## src/verilog/gsm_consts.svh

```systemverilog
// Overview of operation
// - Host writes that land in the virtual region (0x80 up to 0xC0 and above) are ignored.
// - Status bit 6 shows that the crystal failed and the core runs on the ring oscillator.
// - After a crystal failure the serial port is flagged slow and energy flagged inaccurate.
// - Status bit 5 is set by a power-on reset and cleared by a host write of zero.
// - Status bit 4 is set by a watchdog reset and cleared by a host write of zero.
// - Status bit 2 reads 0 for forward phase order and 1 for reversed order.
// - Status bit 1 reads 1 when the second pulse output carries a negative quantity.
// - Status bit 0 reads 1 when the first pulse output carries a negative quantity.
// - Mode bit 4 disables the crystal and turns the crystal pin into a clock input.
// - Mode bit 3 restarts the firmware from its reset vector without touching peripherals.
// - Mode bit 3 clears itself once the restart has taken place.
// - Mode bit 2 suspends signal processing while the processor keeps running.
// - Mode bit 1 moves the processor clock to the nominal 1MHz ring oscillator.
`ifndef GSM_CONSTS_SVH
`define GSM_CONSTS_SVH

// ****************************************
// register offsets
// ****************************************
`define GSM_OFS_STATUS     12'h000
`define GSM_OFS_MODE0      12'h001
`define GSM_VIRT_BASE      12'h080
`define GSM_VIRT_SFR       12'h0C0

// ****************************************
// status fields
// ****************************************
`define GSM_ST_XTAL_FAIL   6
`define GSM_ST_POR         5
`define GSM_ST_WDT         4
`define GSM_ST_PHASE_SEQUENCE_REVERSED       2
`define GSM_ST_REV2        1
`define GSM_ST_REV1        0
`define GSM_ST_MASK        8'h77

// ****************************************
// mode fields
// ****************************************
`define GSM_MD_EXTERNAL_CLOCK_SELECT      4
`define GSM_MD_RESTART     3
`define GSM_MD_DSPOFF      2
`define GSM_MD_LOW_POWER_CLOCK_MODE       1
`define GSM_MD_MASK        8'h1E
`define GSM_RESET_VAL      8'h00

`endif

```

## src/verilog/gsm_pkg.sv

```systemverilog
package gsm_pkg;
   typedef enum logic [2:0] {
      GSM_RS_IDLE = 3'b001,
      GSM_RS_PEND = 3'b010,
      GSM_RS_DONE = 3'b100
   } gsm_rst_state_t;
endpackage

```

## src/verilog/gsm_sync2.sv

```systemverilog
`timescale 1ns/1ps
// ****************************************
// two-flop synchroniser for a bus of levels
// ****************************************
module gsm_sync2 #(
   parameter int W = 1
) (
   input  wire logic         clk,    // core clock
   input  wire logic         rst_n,  // async reset, low
   input  wire logic [W-1:0] d,      // asynchronous levels
   output logic      [W-1:0] q       // synchronised levels
);
   logic [W-1:0] meta;

   // first flop read only by second
   always_ff @(posedge clk or negedge rst_n) begin
      if (!rst_n) begin
         meta <= '0;
         q    <= '0;
      end else begin
         meta <= d;
         q    <= meta;
      end
   end
endmodule

```

## src/verilog/gsm_regs.sv

```systemverilog
`timescale 1ns/1ps
`include "gsm_consts.svh"
// ****************************************
// global status and operating mode registers
// ****************************************
module gsm_regs
   import gsm_pkg::*;
(
   input  wire logic        CLK,                  // core clock, 100 MHz
   input  wire logic        RESET_N,              // power-on reset, low
   input  wire logic [11:0] ADDR,                 // register address
   input  wire logic        WR_EN,                // write strobe, one cycle
   input  wire logic [7:0]  WR_DATA,              // write data
   input  wire logic        RD_EN,                // read strobe, one cycle
   output logic      [7:0]  RD_DATA,              // read data, next cycle
   output logic             RD_VALID,             // read data valid pulse
   input  wire logic        WATCHDOG_RESET,       // pulse: watchdog reset occurred
   input  wire logic        RESTART_DONE,         // pulse: firmware restart done
   input  wire logic        XTAL_FAIL_IN,         // async: crystal stopped
   input  wire logic        PHASE_REV_IN,         // async: phase order reversed
   input  wire logic        PULSE1_NEG_IN,        // async: first pulse negative
   input  wire logic        PULSE2_NEG_IN,        // async: second pulse negative
   output logic             EXTERNAL_CLOCK_SELECT,// crystal off, pin is clock in
   output logic             SOFTWARE_RESTART,     // firmware restart request
   output logic             SIGNAL_PROCESSING_DISABLE, // dsp routines suspended
   output logic             LOW_POWER_CLOCK_MODE, // cpu on ring oscillator
   output logic             RING_OSC_ACTIVE,      // core runs on ring oscillator
   output logic             SERIAL_SLOW,          // serial port below full speed
   output logic             ENERGY_INACCURATE     // energy accumulation flagged
);
   logic [3:0]     sync_q;
   logic           crystal_failed_flag;
   logic           power_on_reset_flag;
   logic           watchdog_reset_flag;
   logic           phase_sequence_reversed;
   logic           second_pulse_reverse_flag;
   logic           first_pulse_reverse_flag;
   logic [7:0]     operating_mode_zero;
   logic [7:0]     global_status;
   logic           por_seen;
   gsm_rst_state_t rs_state;
   gsm_rst_state_t next_rs_state;
   logic           wr_status;
   logic           wr_mode;
   logic           restart_req;
   logic           restart_clr;

   // ****************************************
   // address decode
   // ****************************************
   function automatic logic hit(input logic [11:0] a, input logic [11:0] ofs);
      hit = (a == ofs);
   endfunction

   // virtual region never decodes, so writes there fall away
   assign wr_status = WR_EN && hit(ADDR, `GSM_OFS_STATUS);
   assign wr_mode   = WR_EN && hit(ADDR, `GSM_OFS_MODE0);

   // host request and firmware acknowledge for the restart bit
   assign restart_req = wr_mode && WR_DATA[`GSM_MD_RESTART];
   assign restart_clr = (rs_state == GSM_RS_PEND) && RESTART_DONE && !restart_req;

   // ****************************************
   // pin synchronisers
   // ****************************************
   gsm_sync2 #(.W(4)) u_sync (
      .clk   (CLK),
      .rst_n (RESET_N),
      .d     ({XTAL_FAIL_IN, PHASE_REV_IN, PULSE2_NEG_IN, PULSE1_NEG_IN}),
      .q     (sync_q)
   );

   // live status bits follow synchronised inputs
   always_ff @(posedge CLK or negedge RESET_N) begin
      if (!RESET_N) begin
         crystal_failed_flag       <= 1'b0;
         phase_sequence_reversed   <= 1'b0;
         second_pulse_reverse_flag <= 1'b0;
         first_pulse_reverse_flag  <= 1'b0;
      end else begin
         crystal_failed_flag       <= sync_q[3];
         phase_sequence_reversed   <= sync_q[2];
         second_pulse_reverse_flag <= sync_q[1];
         first_pulse_reverse_flag  <= sync_q[0];
      end
   end

   // power-on flag: set once after release, set beats host clear
   always_ff @(posedge CLK or negedge RESET_N) begin
      if (!RESET_N) begin
         por_seen            <= 1'b0;
         power_on_reset_flag <= 1'b0;
      end else begin
         por_seen <= 1'b1;
         if (!por_seen) begin
            power_on_reset_flag <= 1'b1;
         end else if (wr_status) begin
            power_on_reset_flag <= WR_DATA[`GSM_ST_POR];
         end
      end
   end

   // watchdog flag: set wins over host clear
   always_ff @(posedge CLK or negedge RESET_N) begin
      if (!RESET_N) begin
         watchdog_reset_flag <= 1'b0;
      end else if (WATCHDOG_RESET) begin
         watchdog_reset_flag <= 1'b1;
      end else if (wr_status) begin
         watchdog_reset_flag <= WR_DATA[`GSM_ST_WDT];
      end
   end

   // ****************************************
   // restart sequencer
   // ****************************************
   // a fresh request always re-arms, so a set bit never goes unwatched
   always_comb begin
      next_rs_state = rs_state;
      case (rs_state)
         GSM_RS_IDLE: begin
            if (restart_req) begin
               next_rs_state = GSM_RS_PEND;
            end
         end
         GSM_RS_PEND: begin
            if (restart_req) begin
               next_rs_state = GSM_RS_PEND;
            end else if (RESTART_DONE) begin
               next_rs_state = GSM_RS_DONE;
            end
         end
         GSM_RS_DONE: begin
            if (restart_req) begin
               next_rs_state = GSM_RS_PEND;
            end else begin
               next_rs_state = GSM_RS_IDLE;
            end
         end
         default: begin
            next_rs_state = GSM_RS_IDLE;
         end
      endcase
   end

   always_ff @(posedge CLK or negedge RESET_N) begin
      if (!RESET_N) begin
         rs_state <= GSM_RS_IDLE;
      end else begin
         rs_state <= next_rs_state;
      end
   end

   // mode register, reserved bits held at zero
   always_ff @(posedge CLK or negedge RESET_N) begin
      if (!RESET_N) begin
         operating_mode_zero <= `GSM_RESET_VAL;
      end else begin
         if (wr_mode) begin
            operating_mode_zero <= WR_DATA & `GSM_MD_MASK;
         end
         if (restart_clr) begin
            operating_mode_zero[`GSM_MD_RESTART] <= 1'b0;
         end
      end
   end

   // ****************************************
   // mode and clock outputs
   // ****************************************
   always_ff @(posedge CLK or negedge RESET_N) begin
      if (!RESET_N) begin
         EXTERNAL_CLOCK_SELECT     <= 1'b0;
         SOFTWARE_RESTART          <= 1'b0;
         SIGNAL_PROCESSING_DISABLE <= 1'b0;
         LOW_POWER_CLOCK_MODE      <= 1'b0;
         RING_OSC_ACTIVE           <= 1'b0;
         SERIAL_SLOW               <= 1'b0;
         ENERGY_INACCURATE         <= 1'b0;
      end else begin
         EXTERNAL_CLOCK_SELECT     <= operating_mode_zero[`GSM_MD_EXTERNAL_CLOCK_SELECT];
         SOFTWARE_RESTART          <= operating_mode_zero[`GSM_MD_RESTART];
         SIGNAL_PROCESSING_DISABLE <= operating_mode_zero[`GSM_MD_DSPOFF];
         LOW_POWER_CLOCK_MODE      <= operating_mode_zero[`GSM_MD_LOW_POWER_CLOCK_MODE];
         RING_OSC_ACTIVE           <= operating_mode_zero[`GSM_MD_LOW_POWER_CLOCK_MODE] |
                                      crystal_failed_flag;
         SERIAL_SLOW               <= crystal_failed_flag;
         ENERGY_INACCURATE         <= crystal_failed_flag;
      end
   end

   // status assembly, reserved bits zero
   always_comb begin
      global_status = 8'h00;
      global_status[`GSM_ST_XTAL_FAIL] = crystal_failed_flag;
      global_status[`GSM_ST_POR]       = power_on_reset_flag;
      global_status[`GSM_ST_WDT]       = watchdog_reset_flag;
      global_status[`GSM_ST_PHASE_SEQUENCE_REVERSED]     = phase_sequence_reversed;
      global_status[`GSM_ST_REV2]      = second_pulse_reverse_flag;
      global_status[`GSM_ST_REV1]      = first_pulse_reverse_flag;
   end

   // ****************************************
   // read port
   // ****************************************
   always_ff @(posedge CLK or negedge RESET_N) begin
      if (!RESET_N) begin
         RD_DATA  <= 8'h00;
         RD_VALID <= 1'b0;
      end else begin
         RD_VALID <= RD_EN;
         if (RD_EN) begin
            if (hit(ADDR, `GSM_OFS_STATUS)) begin
               RD_DATA <= global_status & `GSM_ST_MASK;
            end else if (hit(ADDR, `GSM_OFS_MODE0)) begin
               RD_DATA <= operating_mode_zero;
            end else begin
               RD_DATA <= 8'h00;
            end
         end
      end
   end
endmodule

```

## config.mk

```make
export PLATFORM = sky130hd
export DESIGN_NAME = gsm_regs
export DESIGN_NICKNAME = d
export VERILOG_FILES = /design/src/verilog/gsm_pkg.sv /design/src/verilog/gsm_sync2.sv /design/src/verilog/gsm_regs.sv
export VERILOG_INCLUDE_DIRS = /design/src /design/src/verilog
export SDC_FILE = /design/constraint.sdc
export NUM_CORES = 1
export LEC_CHECK = 0
export ABC_AREA = 1
export CAP_MARGIN = 0
export CORE_ASPECT_RATIO = 0.9
export CORE_UTILIZATION = 60
export CTS_CLUSTER_SIZE = 14
export DETAILED_ROUTE_END_ITERATION = 7
export DONT_BUFFER_PORTS = 1
export PLACE_DENSITY = 0.76
export SLEW_MARGIN = 20
export SYNTH_ARGS = -nofsm -noshare
export SYNTH_HDL_FRONTEND = slang
export SYNTH_SLANG_ARGS = --single-unit
export TNS_END_PERCENT = 30
```

## constraint.sdc

```tcl
create_clock -name CLK -period 1.35 [get_ports CLK]
set_input_delay 0.27 -clock CLK [delete_from_list [all_inputs] [get_ports CLK]]
set_output_delay 0.27 -clock CLK [all_outputs]
set_load 0.03 [all_outputs]
```

==> impl_metrics.env <==
export IMPL_max_clock_freq_mhz=846
export IMPL_wl_mm=2.23
export IMPL_fin_tns_setup_ns=0
export IMPL_area_growth_pct=12.6
export IMPL_slowest_delay_ns=0.40
export IMPL_hold_violations=0
export IMPL_maxCapViolations=0
export IMPL_drive_gt1_share_pct=15.3
export IMPL_path_clk_slew_ns=0.10
export IMPL_min_delay_path_class="input port to flop"
export IMPL_switching_share_pct=21.7
export IMPL_vdd_drop_max_mv=0.855
export IMPL_grt_usage_pct=21.4
export IMPL_clockBufferDepth=2
export IMPL_crit_fanout=3
export IMPL_final_cells=171
export IMPL_viasPerCell=5.18
export IMPL_cts_root_buffer="clkbuf_4"
export IMPL_grt_overflow_total=0
export IMPL_cts_sinks=36
export IMPL_post_route_min_period_ns=1.18
export IMPL_ios=46
export IMPL_rsz0062_at_grt="false"
export IMPL_synth_area_per_cell_sq_um=10.6
export IMPL_grt_pass1_vias=858
export IMPL_hold_buffers=7
export IMPL_io_buffers=0
export IMPL_seqPwrFrac_pct=63.0
export IMPL_drv_slew=0
export IMPL_drt_first_pass_iters=4
export IMPL_fillers=164
export IMPL_dp_cells=156
export IMPL_core_sq_um=2160
export IMPL_grt_max_degree=37
export IMPL_synthesis_nets=159
export IMPL_critPathKind="flop to flop"
export IMPL_outcome="complete, no violations"
export IMPL_final_nets=173
export IMPL_hpwl_mm=1.60
export IMPL_drc=0
export IMPL_yosysTopAreaCell="dfrtp_1"
export IMPL_row_count=16
export IMPL_dr_total_vias=886
export IMPL_wl_met1_microns=920
export IMPL_slowest_stage="dfrtp_1"
export IMPL_synth_top_area_share_pct=64.0
export IMPL_ys_ff_latch=36
export IMPL_synth_warnings=0
export IMPL_cts_tree="built"
export IMPL_grt_antenna_before_repair=0
export IMPL_synth_seq_area_share_pct=66.0
export IMPL_internal_power_mw=1.39
export IMPL_routed_wl_met3_microns=172
export IMPL_first_iter_violations=11
export IMPL_cts_setup_buffers=0
export IMPL_syn_cell_area_sq_um=1370
export IMPL_diodes=0
export IMPL_min_period_over_period_pct=87.5
export IMPL_highest_layer="met4"
export IMPL_crit_required_ns=1.57
export IMPL_power_mw=1.78
export IMPL_die_y_microns=47.3
export IMPL_cp_start_kind="flop"
export IMPL_path_delay_family="flip-flops"
export IMPL_wl_met2_mm=1.11
export IMPL_cp_arrival_ns=1.40
export IMPL_htreeDepth=2
export IMPL_pwr_share_clk_pct=32.4
export IMPL_end_kind="flop"
export IMPL_path_cells="nor3_1 > inv_1 > o211ai_1 > nand2_1"
export IMPL_cts_buffers=5
export IMPL_seq_area_sq_um=902
export IMPL_cts_resized=0
export IMPL_drtAntennaViolNets=0
export IMPL_syn_inst=129
export IMPL_gp_congestion=0.805
export IMPL_crit_buf_inv=1
export IMPL_setup_violations=0
export IMPL_switchingPower_mw=0.385
export IMPL_die_area_sq_um=2470
export IMPL_power_leakage_nw=0.792
export IMPL_grt_pass1_wl_mm=3.56
export IMPL_synth_distinct_cells=23
export IMPL_fin_skew_ns=0.00617
export IMPL_power_frac_comb_pct=4.7
export IMPL_synth_area_top_cells="dfrtp_1, nand2_1, nand3_1"
export IMPL_routedWlPerCell_microns=13.0
export IMPL_die_w_microns=52.3
export IMPL_multiInputGateArea_sq_um=394
export IMPL_clk_latency_ns=0.33
export IMPL_final_util_pct=71.2
export IMPL_initial_core_util_pct=63.3
export IMPL_powerDensity_nw_per_um2=1150
-- kinds of logic (layout without fill, tap and decap cells) --
group,after synthesis,count (layout),synth area share (%)
AOI/OAI and AO/OA,9,9,3.48
and+or+nand+nor,65,65,24.8
other,2,2,0.549
buffers and inverters,17,32,5.21
DFF,36,36,66.0
-- layer usage --
layer	GRT usage, %	vias up
met5	0	-
met3	10.4	4
met4	6.32	0
li1	-	435
met2	37.5	29
met1	23.4	418
-- power groups by stage --
stage               clock network (mW)  logic, mW  registers (mW)
finish                           0.575     0.0833            1.12
CTS                              0.589     0.0850            1.12
global placement                     0     0.0435            1.14
floorplan                            0     0.0380            1.14
global route                     0.636     0.0949            1.12
detailed placement                   0     0.0444            1.14
-- cell type report --
class | instances | area share (%)
inverter | 15 | 3.66
clock buffer | 8 | 3.82
timing repair buffer | 9 | 6.17
sequential | 36 | 58.6
tap | 27 | 2.19
multi-input combinational | 76 | 25.6
-- worst reg2reg max path, delay by kind of cell, from the launching register on --
kind	cells	cell delay, ns
AOI/OAI and AO/OA	1	0.17
buffers and inverters	1	0.11
DFF	1	0.40
and+or+nand+nor	2	0.39
-- cells in the final DEF, fill, tap and decap left out --
cell and count:
dfrtp_1 35, clkbuf_1 2, nor2_2 3, or2_1 1
nand4_1 2, nand2_1 33, conb_1 2, o21ai_1 7
nand3b_4 1, buf_12 1, nand3_1 13, clkbuf_4 5
a21oi_1 1, dlygate4sd3_1 6, nor3_2 1, dfstp_2 1
nor3_1 2, inv_2 3, o211ai_1 1, nand3b_1 1
nand2_2 1, clkbuf_8 1, nand4_2 1, inv_1 12
nor2_1 4, nor2_8 1, buf_4 2, nor2_4 1
-- stage by stage --
step	setup slack (ns)	area [sq um]	hold WS, ns
after detailed placement	0.181	1400	-0.0250
final	0.168	1540	0.0279
after floorplan	0.283	1370	-0.0256
after global placement	0.222	1400	-0.0250
after global routing	0.000773	1540	0.0185
after CTS	0.165	1540	0.0228
-- worst paths after layout --
check	from	end	slack, ns	depth (start not counted)
hold reg to reg	u_sync.q[1]	second_pulse_reverse_flag	0.36	0
hold / removal	WATCHDOG_RESET	watchdog_reset_flag	0.03	2
setup reg to reg	rs_state[2]	operating_mode_zero[3]	0.17	4
min in group asynchronous	RESET_N	RD_DATA[0]	0.38	2
max in group asynchronous	RESET_N	rs_state[0]	0.73	2
setup / recovery	rs_state[2]	operating_mode_zero[3]	0.17	4
-- state kept, by name, summed over array words and instances (netlist names), 3 cells and up --
| register | count |
|---|---|
| RD_DATA | 7 |
| operating_mode_zero | 4 |
| u_sync.meta | 4 |
| u_sync.q | 4 |
| rs_state | 3 |
-- cells in the mapped netlist (all sizes together) --
cell,count
nor2,9
dfstp,1
nand3,13
nor3,3
nand4,3
o21ai,7
nand2,34
inv,15
dfrtp,35
buf,2
conb,2
or2,1
o211ai,1
nand3b,2
a21oi,1
Note: power is estimated with default switching activity, not from simulation.
